[src/rtl/gptf_pkg.sv]
// Purpose: Shared constants for the general purpose timer family.
// Assumes: One peripheral clock, synchronous active-high reset.
// Notes:   Variant selection and channel modes are enumerated here.
package gptf_pkg;

    // Timer variants built from the one parameterised core.
    localparam logic [1:0] GPTF_VAR_WIDE     = 2'h0;
    localparam logic [1:0] GPTF_VAR_STANDARD = 2'h1;
    localparam logic [1:0] GPTF_VAR_REDUCED  = 2'h2;
    localparam logic [1:0] GPTF_VAR_BASIC    = 2'h3;

    // Counter and prescaler widths.
    localparam int GPTF_WIDE_CNT_W = 32;
    localparam int GPTF_STD_CNT_W  = 16;
    localparam int GPTF_PSC_W      = 16;
    localparam int GPTF_MAX_CH     = 4;

    // Channel modes.
    localparam logic [1:0] GPTF_CH_CAPTURE = 2'h0;
    localparam logic [1:0] GPTF_CH_COMPARE = 2'h1;
    localparam logic [1:0] GPTF_CH_PWM     = 2'h2;
    localparam logic [1:0] GPTF_CH_ONEPULS = 2'h3;

    // Counter slave modes.
    localparam logic [1:0] GPTF_SM_FREE    = 2'h0;
    localparam logic [1:0] GPTF_SM_RESET   = 2'h1;
    localparam logic [1:0] GPTF_SM_GATED   = 2'h2;
    localparam logic [1:0] GPTF_SM_ENCODER = 2'h3;

    // Reset values.
    localparam logic [1:0] GPTF_RST_OUT = 2'h0;

endpackage : gptf_pkg

[src/rtl/gptf_sync2.sv]
// Purpose: Two-flop synchroniser for a bus of pin inputs.
// Assumes: Inputs are asynchronous to i_mclk.
// Notes:   The first stage is read only by the second stage.
module gptf_sync2 #(
    parameter int W = 1
) (
    input  wire logic         i_mclk,
    input  wire logic         i_srst,
    input  wire logic [W-1:0] i_async,
    output logic      [W-1:0] o_sync
);

    typedef struct packed {
        logic [W-1:0] meta;
        logic [W-1:0] sync;
    } gptf_sync_s;

    gptf_sync_s state_ff;
    gptf_sync_s nxt_state;

    // Shift the pins through two stages.
    always_comb begin
        nxt_state.meta = i_async;
        nxt_state.sync = state_ff.meta;
    end

    // Both stages clear on reset so no unknown reaches the core.
    always_ff @(posedge i_mclk) begin
        if (i_srst) begin
            state_ff <= '0;
        end else begin
            state_ff <= nxt_state;
        end
    end

    assign o_sync = state_ff.sync;

endmodule // gptf_sync2

[src/rtl/gptf_timer.sv]
// Purpose: One general purpose timer of the family, variant by parameter.
// Assumes: Configuration inputs are static or from i_mclk logic.
// Notes:   Pins (channels, encoder, halls) are synchronised first.
// Operation
// - Wide variant: 32-bit up/down, 16-bit prescaler.
// - Standard variant: 16-bit up/down, 16-bit prescaler.
// - Full variants have four configurable channels.
// - Exchange triggers with peer timers.
// - Debug halt freezes the counter of full variants when enabled; reduced and basic variants keep counting.
// - Own DMA requests per timer.
// - Quadrature decode and one-to-four hall inputs.
// - Reduced variants count upward only.
// - Reduced variants have one or two channels.
// - Reduced variants follow full timer triggers.
// - Reduced usable as plain time base.
// - Basic time base triggers converter.
module gptf_timer #(
    parameter logic [1:0] VARIANT = gptf_pkg::GPTF_VAR_WIDE,
    parameter int         CNT_W   = gptf_pkg::GPTF_WIDE_CNT_W,
    parameter int         NCH     = gptf_pkg::GPTF_MAX_CH
) (
    input  wire logic                  i_mclk,
    input  wire logic                  i_srst,
    input  wire logic                  i_enable,
    input  wire logic                  i_dir_down,
    input  wire logic [1:0]            i_slave_mode,
    input  wire logic                  i_dbg_halt,
    input  wire logic                  i_dbg_freeze_en,
    input  wire logic [15:0]           i_psc,
    input  wire logic [CNT_W-1:0]      i_arr,
    input  wire logic [2*NCH-1:0]      i_ch_mode,
    input  wire logic [NCH*CNT_W-1:0]  i_ch_cmp,
    input  wire logic [NCH-1:0]        i_ch_flag_clr,
    input  wire logic [NCH-1:0]        i_ch_pin,
    input  wire logic [1:0]            i_enc_ab,
    input  wire logic [3:0]            i_hall,
    input  wire logic                  i_trig_in,
    output logic                       o_trig_out,
    output logic [CNT_W-1:0]           o_count,
    output logic                       o_update,
    output logic                       o_dma_req,
    output logic                       o_conv_trig,
    output logic [NCH-1:0]             o_ch_out,
    output logic [NCH-1:0]             o_ch_flag,
    output logic [NCH*CNT_W-1:0]       o_ch_capt,
    output logic                       o_hall_evt
);

    localparam bit FULL = (VARIANT == gptf_pkg::GPTF_VAR_WIDE) ||
                          (VARIANT == gptf_pkg::GPTF_VAR_STANDARD);
    localparam int PW   = gptf_pkg::GPTF_PSC_W;

    typedef struct packed {
        logic [PW-1:0]          psc_cnt;
        logic [CNT_W-1:0]       cnt;
        logic                   update;
        logic                   dma;
        logic                   conv;
        logic                   trig_out;
        logic [NCH-1:0]         ch_out;
        logic [NCH-1:0]         ch_flag;
        logic [NCH-1:0]         pin_d;
        logic [NCH-1:0]         pulse_done;
        logic [NCH*CNT_W-1:0]   capt;
        logic [1:0]             enc_d;
        logic [3:0]             hall_d;
        logic                   trig_d;
        logic                   hall_evt;
    } gptf_state_s;

    gptf_state_s state_ff;
    gptf_state_s nxt_state;

    logic [NCH-1:0] pin_s;
    logic [1:0]     enc_s;
    logic [3:0]     hall_s;
    logic           trig_s;

    // Peer triggers come from other logic but may cross domains in a
    // larger system, so they are synchronised with the pins.
    gptf_sync2 #(
        .W (NCH + 7)
    ) u_sync (
        .i_mclk  (i_mclk),
        .i_srst  (i_srst),
        .i_async ({i_ch_pin, i_enc_ab, i_hall, i_trig_in}),
        .o_sync  ({pin_s, enc_s, hall_s, trig_s})
    );

    logic           trig_rise;
    logic           frozen;
    logic           run;
    logic           tick;
    logic           down;
    logic           enc_step;
    logic           enc_down;
    logic           wrap;
    logic [CNT_W-1:0] cnt_step;

    always_comb begin
        trig_rise = trig_s && !state_ff.trig_d;
        frozen = FULL && i_dbg_halt && i_dbg_freeze_en;
        run = i_enable && !frozen &&
              !(i_slave_mode == gptf_pkg::GPTF_SM_GATED && !trig_s);
        enc_step = FULL && (enc_s != state_ff.enc_d) &&
                   (i_slave_mode == gptf_pkg::GPTF_SM_ENCODER);
        enc_down = enc_s[0] ^ state_ff.enc_d[1];
        down = FULL && ((i_slave_mode == gptf_pkg::GPTF_SM_ENCODER)
                        ? enc_down : i_dir_down);
        tick = (i_slave_mode == gptf_pkg::GPTF_SM_ENCODER) ? enc_step :
               (state_ff.psc_cnt == i_psc);
        wrap = down ? (state_ff.cnt == '0) : (state_ff.cnt >= i_arr);
        cnt_step = down ? state_ff.cnt - 1'b1 : state_ff.cnt + 1'b1;
    end

    // Next-state logic for counter, channels and event outputs.
    always_comb begin
        nxt_state = state_ff;
        nxt_state.update   = 1'b0;
        nxt_state.dma      = 1'b0;
        nxt_state.conv     = 1'b0;
        nxt_state.trig_out = 1'b0;
        nxt_state.hall_evt = 1'b0;
        nxt_state.pin_d    = pin_s;
        nxt_state.enc_d    = enc_s;
        nxt_state.hall_d   = hall_s;
        nxt_state.trig_d   = trig_s;
        if (run) begin
            nxt_state.psc_cnt = (state_ff.psc_cnt == i_psc) ? '0 :
                                state_ff.psc_cnt + 1'b1;
            if (tick) begin
                if (wrap) begin
                    nxt_state.cnt      = down ? i_arr : '0;
                    nxt_state.update   = 1'b1;
                    nxt_state.dma      = 1'b1;
                    nxt_state.conv     = 1'b1;
                    nxt_state.trig_out = 1'b1;
                    nxt_state.pulse_done = '1;
                end else begin
                    nxt_state.cnt = cnt_step;
                end
            end
        end
        if (i_slave_mode == gptf_pkg::GPTF_SM_RESET && trig_rise) begin
            nxt_state.cnt     = '0;
            nxt_state.psc_cnt = '0;
            nxt_state.pulse_done = '0;
        end
        if (FULL && hall_s != state_ff.hall_d) begin
            nxt_state.hall_evt = 1'b1;
            if (i_slave_mode == gptf_pkg::GPTF_SM_RESET) begin
                nxt_state.cnt = '0;
            end
        end
        for (int c = 0; c < NCH; c++) begin
            logic [CNT_W-1:0] cmp;
            logic             hit;
            cmp = i_ch_cmp[c*CNT_W +: CNT_W];
            hit = 1'b0;
            if (i_ch_flag_clr[c]) begin
                nxt_state.ch_flag[c] = 1'b0;
            end
            case (i_ch_mode[2*c +: 2])
                gptf_pkg::GPTF_CH_CAPTURE: begin
                    if (pin_s[c] && !state_ff.pin_d[c]) begin
                        nxt_state.capt[c*CNT_W +: CNT_W] = state_ff.cnt;
                        hit = 1'b1;
                    end
                    nxt_state.ch_out[c] = 1'b0;
                end
                gptf_pkg::GPTF_CH_COMPARE: begin
                    if (tick && run && state_ff.cnt == cmp) begin
                        nxt_state.ch_out[c] = !state_ff.ch_out[c];
                        hit = 1'b1;
                    end
                end
                gptf_pkg::GPTF_CH_PWM: begin
                    nxt_state.ch_out[c] = (state_ff.cnt < cmp);
                    hit = run && tick && (state_ff.cnt == cmp);
                end
                default: begin
                    // One pulse: high until match, then held low.
                    nxt_state.ch_out[c] = !state_ff.pulse_done[c] &&
                                          (state_ff.cnt < cmp);
                    if (run && tick && state_ff.cnt == cmp) begin
                        nxt_state.pulse_done[c] = 1'b1;
                        hit = 1'b1;
                    end
                end
            endcase
            // Set wins over a clear in the same cycle.
            if (hit) begin
                nxt_state.ch_flag[c] = 1'b1;
                nxt_state.dma        = 1'b1;
            end
        end
        if (!FULL) begin
            nxt_state.hall_evt = 1'b0;
        end
        if (VARIANT == gptf_pkg::GPTF_VAR_BASIC) begin
            nxt_state.ch_out  = '0;
            nxt_state.ch_flag = '0;
        end
    end

    // State register.
    always_ff @(posedge i_mclk) begin
        if (i_srst) begin
            state_ff <= '0;
        end else begin
            state_ff <= nxt_state;
        end
    end

    assign o_count     = state_ff.cnt;
    assign o_update    = state_ff.update;
    assign o_dma_req   = state_ff.dma;
    assign o_conv_trig = state_ff.conv;
    assign o_trig_out  = state_ff.trig_out;
    assign o_ch_out    = state_ff.ch_out;
    assign o_ch_flag   = state_ff.ch_flag;
    assign o_ch_capt   = state_ff.capt;
    assign o_hall_evt  = state_ff.hall_evt;

    // Checks sit next to the logic they guard.
    a_freeze_hold: assert property (@(posedge i_mclk) disable iff (i_srst)
        frozen && $past(frozen) |-> $stable(o_count))
        else $error("Counter moved while frozen.");
    a_update_pair: assert property (@(posedge i_mclk) disable iff (i_srst)
        o_update |-> o_dma_req && o_trig_out)
        else $error("Update without DMA or trigger.");
    a_conv_trig: assert property (@(posedge i_mclk) disable iff (i_srst)
        o_update == o_conv_trig)
        else $error("Converter trigger mismatch.");
    a_reduced_up: assert property (@(posedge i_mclk) disable iff (i_srst)
        !FULL && !o_update && $past(run) && $past(tick) &&
        !$past(trig_rise) &&
        !$past(i_srst) |-> o_count == $past(o_count) + 1'b1)
        else $error("Reduced timer did not count up.");
    a_reload_up: assert property (@(posedge i_mclk) disable iff (i_srst)
        run && tick && wrap && !down && !trig_rise &&
        hall_s == state_ff.hall_d |=> o_count == '0 && o_update)
        else $error("Up reload failed.");
    a_reload_dn: assert property (@(posedge i_mclk) disable iff (i_srst)
        run && tick && wrap && down && !trig_rise &&
        hall_s == state_ff.hall_d |=> o_count == $past(i_arr))
        else $error("Down reload failed.");
    a_capt_flag: assert property (@(posedge i_mclk) disable iff (i_srst)
        i_ch_mode[1:0] == gptf_pkg::GPTF_CH_CAPTURE && pin_s[0] &&
        !state_ff.pin_d[0] |=> o_ch_flag[0] &&
        o_ch_capt[CNT_W-1:0] == $past(o_count))
        else $error("Capture not latched.");
    a_hall_evt: assert property (@(posedge i_mclk) disable iff (i_srst)
        FULL && hall_s != state_ff.hall_d |=> o_hall_evt)
        else $error("Hall change missed.");
    c_update: cover property (@(posedge i_mclk) o_update);
    c_capture: cover property (@(posedge i_mclk) o_ch_flag[0]);
    c_frozen: cover property (@(posedge i_mclk) frozen);
    c_encoder: cover property (@(posedge i_mclk) enc_step);

endmodule // gptf_timer

[config.mk]
export PLATFORM = sky130hd
export DESIGN_NAME = gptf_timer
export DESIGN_NICKNAME = d
export VERILOG_FILES = /design/src/rtl/gptf_pkg.sv /design/src/rtl/gptf_sync2.sv /design/src/rtl/gptf_timer.sv
export SDC_FILE = /design/constraint.sdc
export NUM_CORES = 1
export LEC_CHECK = 0
export BUFFER_PORTS_ARGS = -buffer_cell sky130_fd_sc_hd__clkbuf_2
export CORE_MARGIN = 10
export CORE_UTILIZATION = 55
export CTS_CLUSTER_DIAMETER = 40
export DETAILED_ROUTE_END_ITERATION = 16
export PLACE_DENSITY_LB_ADDON = 0.2
export SYNTH_ARGS = -nofsm -noshare
export SYNTH_HDL_FRONTEND = slang
export SYNTH_SLANG_ARGS = --single-unit
[constraint.sdc]
create_clock -name i_mclk -period 3.8 [get_ports i_mclk]
set_input_delay 0.57 -clock i_mclk [delete_from_list [all_inputs] [get_ports i_mclk]]
set_output_delay 0.57 -clock i_mclk [all_outputs]
set_load 0.01 [all_outputs]
After elaboration in Yosys (flattened, before gate mapping)
Index checks and enable logic that the tools add are counted.

Register bits: 226. Word-level logic and storage cells: 172. Output and inout port bits: 173. Input bits: 207.

Bitwise gates (word level): 3. Reduce and logical (&&, ||, !) cells: 55. Add/subtract/negate cells: 3. Equality and inequality tests: 22. Magnitude comparators: 5. Muxes and demuxes: 58.

Operators by type and width (count): two-way mux 32 bit (6); == test 32 bit (4); less-than comparator 32 bit (4); two-way mux 36 bit (2); two-way mux 1 bit (36); adder 32 x 1 -> 32 bit, second input constant (1); >= comparator 32 bit (1); logical NOT 32 bit (1); subtractor 32 x 1 -> 32 bit, second input constant (1); logical AND 1 bit (20); two-way mux 4 bit (5); adder 16 x 1 -> 16 bit, second input constant (1); == test 16 bit (1); logical NOT 1 bit (16); two-way mux 16 bit (1); OR reduction 3 bit (5); == test 2 bit, second input constant (6); one-hot mux 1 bit (3 select lines) (4); == test 2 x 1 -> 1 bit, second input constant (5); logical NOT 2 bit (4); inequality test 2 bit, second input constant (4); one-hot mux 1 bit (2 select lines) (4); AND reduction 2 bit (4); nonzero test 2 bit (4); 5 further kinds (6).

Logic depth before layout (Yosys ltp)
Depth after elaboration: 12. Gate-level depth with buffers: 12. Gate-level depth less buffers: 11.

By module
From an unflattened synthesis, not the netlist that was laid out.

Cell total of the unflattened synthesis: 1982. Area total of the unflattened synthesis: 15472.3 um^2.

Modules (own cells, without submodules): gptf_timer (sequential area each 4043.9 um^2, cells each 1936, area each 14831.7 um^2, times used 1); gptf_sync2 (sequential area each 440.4 um^2, cells each 46, area each 640.6 um^2, times used 1).

Worst setup path before layout
No wires, ideal clock.

Path kind: input to register. Start point: input port i_slave_mode[1]. End point: register state_ff (netlist bit o_count[26]). Data arrival time: 3405 ps. Stages on the path: 11. Buffers on the path: 0. Slack: 333 ps. Data required time: 3738 ps. Library setup time: 62 ps. Cell sequence: nand2_2 > mux2_4 > ha_1 > and4_4 > and3_4 > a2111oi_4 > o41ai_2 > a211oi_2 > o31ai_1 > or4_1 > nand3_1.

Longest elaborated chain between the ends: 9. Elaborated cells on any way between the ends: 19. Classes of those cells: eq/ne: 3; mux: 11; reduce/logical: 5.

Ends and longest elaborated chain: start: declaration (line gptf_timer.sv:26) `input wire logic [1:0] i_slave_mode,`; == test 2 bit (line gptf_timer.sv:106, gptf_timer.sv:108, gptf_timer.sv:110); two-way mux 1 bit (line gptf_timer.sv:109) `? enc_down : i_dir_down);`; two-way mux 32 bit (tied with other cells) (line gptf_timer.sv:113) `cnt_step = down ? state_ff.cnt - 1'b1 : state_ff.cnt + 1'b1;`; two-way mux 32 bit (line gptf_timer.sv:132) `if (wrap) begin`; two-way mux 36 bit (line gptf_timer.sv:131) `if (tick) begin`; two-way mux 36 bit (line gptf_timer.sv:128) `if (run) begin`; two-way mux 32 bit (line gptf_timer.sv:144) `if (i_slave_mode == gptf_pkg::GPTF_SM_RESET && trig_rise) begin`; two-way mux 32 bit (line gptf_timer.sv:151) `if (i_slave_mode == gptf_pkg::GPTF_SM_RESET) begin`; two-way mux 32 bit (*) (line gptf_timer.sv:149) `if (FULL && hall_s != state_ff.hall_d) begin`; end signal: assignment (line gptf_timer.sv:211) `state_ff <= nxt_state;`; end: declaration (line gptf_timer.sv:71) `gptf_state_s state_ff;`.

Mark *: on every way between the ends. The rest lies on a longest branch, timed or not. A chain may end at the register's enable or synchronous reset.

Worst setup path after layout
Start point: register state_ff[7] (netlist bit). End point: register state_ff (netlist bit o_count[31]).

Longest elaborated chain between the ends: 9. Elaborated cells on any way between the ends: 14. Classes of those cells: eq/ne: 1; mux: 11; bitwise: 1; reduce/logical: 1.

Ends and longest elaborated chain: XOR 1 bit (line gptf_timer.sv:107) `enc_down = enc_s[0] ^ state_ff.enc_d[1];`; two-way mux 1 bit (line gptf_timer.sv:109); two-way mux 32 bit (tied with other cells) (line gptf_timer.sv:113); two-way mux 32 bit (line gptf_timer.sv:132); two-way mux 36 bit (*) (line gptf_timer.sv:131); two-way mux 36 bit (*) (line gptf_timer.sv:128); two-way mux 32 bit (*) (line gptf_timer.sv:144); two-way mux 32 bit (line gptf_timer.sv:151); two-way mux 32 bit (*) (line gptf_timer.sv:149).

Marked as above.

==> impl_metrics.yaml <==
timing:
  finalHoldViolCount: 0
  setup_violations: 0
  fin_crit_ns: 3.48
  maxSlewHeadroom_pct: 35.5
  period_share_pct: 91.5
  rsz0062_at_grt: "false"
  slew_viol_final: 0
  clock_skew_ns: 0.0211
  clock.fmax_mhz: 288
  layout_setup_ws_ns: 0.322
  tns_ns: 0
  worst_pin_slew_ns: 0.967
floorplan:
  pin_count: 380
  core_mm2: 0.0277
  row_count: 61
  start_util_pct: 55.6
  die_height_um: 187
  die_area_mm2: 0.0351
  die_w_um: 187
global_route:
  grt_pass1_vias: 15000
  antenna_found_initial: 6
  grt_usage_pct: 29.7
  grt_max_degree: 91
  grt_remaining_overflow: 0
  grt_pass1_wl_um: 83900
cts:
  cts_tree: "done"
  clk_pin_slew_ns: 0.06
  cts-root-buf: "clkbuf_16"
  post_cts_buffers: 0
  post_cts_resized: 0
  clock_path_buffers: 3
  cts_made_buffers: 36
  insertion_delay_ns: 0.53
  cts_hold_buf: 0
  clock_sinks: 224
  htree_levels: 2
finish:
  regArea_mm2: 0.00448
  nNetsFinal: 2613
  multi_input_area_mm2: 0.00873
  fin_util_pct: 65.2
  drive_gt1_share_pct: 24.2
  nFillCells: 2465
  final_cells: 2620
  synthToLayoutAreaGrowth_pct: 17.4
synth:
  synth_area_leaders: "dfxtp_1 (29%), ha_1 (16%), buf_4 (8.3%), nand2_1 (7.6%), a21oi_1 (7.2%)"
  synthCells: 1962
  synth_nets: 2368
  synthArstFlopShare_pct: 0
  synth_cell_types: 70
  yosysTopAreaCell: "dfxtp_1"
  synth_top_area_share_pct: 29.1
  synth_ff_type: "dfxtp_1"
  syn_avg_cell_area_um2: 7.84
  ys_warn_count: 0
  ys_seq_area_share_pct: 29.1
  synth_edf_count: 0
  netlist_area_mm2: 0.0154
  synth-seq-cells: 224
min_path:
  holdPathEnd: "u_sync.nxt_state[0]"
  holdPathStages: 2
  hold_start: "i_trig_in"
  hp-class: "in -> reg"
setup_path:
  cp_slowest_stage_delay_ns: 0.52
  r2r_start: "state_ff[7]"
  cp_max_fo: 27
  startpoint_type: "flip-flop"
  critical_path_arrival_ns: 3.92
  path_class: "reg -> reg"
  worstSetupEndpointType: "flip-flop"
  required_ns: 4.24
  r2r_setup_slack_ns: 0.32
  worst_path_max_delay_cell: "or4_1"
  r2r_end: "o_count[31]"
  rr_worst_depth: 12
  path_cells: "xor2_1, mux2_4, buf_12, ha_1, a21o_1, a21o_1, a2111oi_0, o21ai_1, o21ai_1, nand2_1, or4_1, a31oi_1"
placement:
  dp.cells: 2547
  io_buffers: 379
  pre_cts_slack_ns: 0.0232
  dp_hpwl_um: 41900
  finalWeightedCongestion: 0.926
flow_run:
  drv_cap: 0
power_and_ir_drop:
  switchingPower_mw: 1.94
  power_leakage_nw: 9.27
  p_int_mw: 4.86
  p_sw_share_pct: 28.5
  pwr-share-comb_pct: 14.6
  pwr-share-clk_pct: 49.6
  powerDensity_mw_per_mm2: 376
  ir_worst_vdd_v: 0.000223
  seq_power_share_pct: 35.8
drt:
  num_vias: 14900
  drt_drc_violations_left: 0
  drtPass1Iterations: 5
  drt_iter0_drc: 997
  viasPerCell: 5.67
  ant_nets: 0
  wl_um: 54400
  wl_per_cell_um: 20.8
status:
  status: "finished, final reports clean"
how the worst max path moves through the flow:
stage / startpoint / endpoint / slack [ns] / depth (start not counted)
after CTS: state_ff[7] / o_count[31] / 0.31 / 12
final: state_ff[7] / o_count[31] / 0.32 / 12
after global routing: u_sync.o_sync[5] / o_count[31] / 0.1 / 12
after floorplan: i_slave_mode[1] / o_count[26] / 0.33 / 11
after detailed placement: i_slave_mode[0] / o_count[31] / 0.02 / 13
after global placement: i_slave_mode[0] / o_count[31] / 0.09 / 13
area by class of cell:
| cell class | count | share of cell area [%] |
|---|---|---|
| tap | 378 | 2.62 |
| inverter | 174 | 3.61 |
| clock inverter | 27 | 1.62 |
| timing repair buffer | 450 | 13.7 |
| antenna | 7 | 0.0969 |
| sequential | 224 | 24.8 |
| clock buffer | 39 | 5.28 |
| multi-input combinational | 1321 | 48.3 |
critical path, delay by kind of cell, from the launching register on:
| family | cells | cell delay, ns |
|---|---|---|
| simple gates | 2 | 0.62 |
| mux | 1 | 0.40 |
| buf+inv | 1 | 0.22 |
| xor+xnor | 1 | 0.16 |
| flops | 1 | 0.32 |
| compound gates | 6 | 1.34 |
| fa+ha+maj | 1 | 0.30 |
logic make-up after synthesis:
family,share of synthesized area [%]
AND/OR/NAND/NOR,18.4
adder cells (fa/ha/maj),16.2
buffers and inverters,14.4
XOR/XNOR,3.36
flip-flops,29.1
AO/OA/AOI/OAI,18.2
multiplexers,0.358
metal layers:
layer / up-vias / wire (um) / global-route usage, % / part of all wire [%]
met4: 0 / 2390 / 14.2 / 4.4
met5: - / 0 / 0 / 0
met3: 150 / 4470 / 6.36 / 8.2
met2: 643 / 25900 / 50.2 / 48
met1: 6981 / 21600 / 35.1 / 40
li1: 7088 / - / - / -
registers in the layout, indices dropped and copies added, names as in the netlist:
signal	count
o_update	1
o_hall_evt	1
o_count	32
o_ch_out	4
u_sync.nxt_state	11
state_ff	31
o_dma_req	1
u_sync.o_sync	11
o_ch_capt	128
o_ch_flag	4
through the flow:
stage	cell area (um^2)	total power [mW]	hold WS, ns
3_5_place_dp	16800	3.45	0.427
3_3_place_gp	16800	3.43	0.419
5_1_grt	18100	7.05	0.281
2_1_floorplan	15400	3.05	0.414
6_report	18100	6.80	0.271
4_1_cts	18100	6.82	0.258
placed cells by master (no fill, tap or decap), types with 8 or more instances in the layout:
master	count
nand2b_1	8
nand2_1	312
a21oi_1	219
ha_1	198
clkbuf_16	37
inv_1	174
xnor2_1	14
o21a_1	17
nor3_1	28
and3_1	12
nor2_1	76
a221oi_1	17
nor4_1	17
buf_4	68
a21o_1	59
inv_6	10
dfxtp_1	224
a31oi_1	8
clkbuf_2	378
xor2_1	45
nand4_1	39
nand3_1	27
a211oi_1	9
nor2b_1	47
o21ai_0	46
cell usage after synthesis, drive strengths merged, types with 3 or more instances:
cell type	instances
o31ai	7
nor3b	5
nor3	29
o211ai	7
and3	13
or2	5
a221oi	17
a31oi	8
nand2	313
nand3	27
a211o	6
inv	174
clkbuf	65
o2111ai	3
and4	3
o311a	3
o21ai	53
ha	198
o22ai	7
nand2b	8
xnor2	14
dfxtp	224
a21o	59
a41oi	4
mux2i	4
buf	178
o32ai	3
o21a	17
nand4	39
and2	4
nor4	17
o21bai	7
a211oi	11
a21oi	220
nor2b	47
or3	7
a2111oi	8
xor2	45
nor2	76
nor4b	3
power by group through the flow:
stage / Clock [mW] / Sequential (mW) / Combinational (mW)
6_report: 3.37 / 2.44 / 0.993
3_5_place_dp: 0 / 2.49 / 0.967
2_1_floorplan: 0 / 2.48 / 0.573
3_3_place_gp: 0 / 2.48 / 0.949
5_1_grt: 3.51 / 2.44 / 1.09
4_1_cts: 3.40 / 2.44 / 0.979
Power figures use the tool's default switching activity.
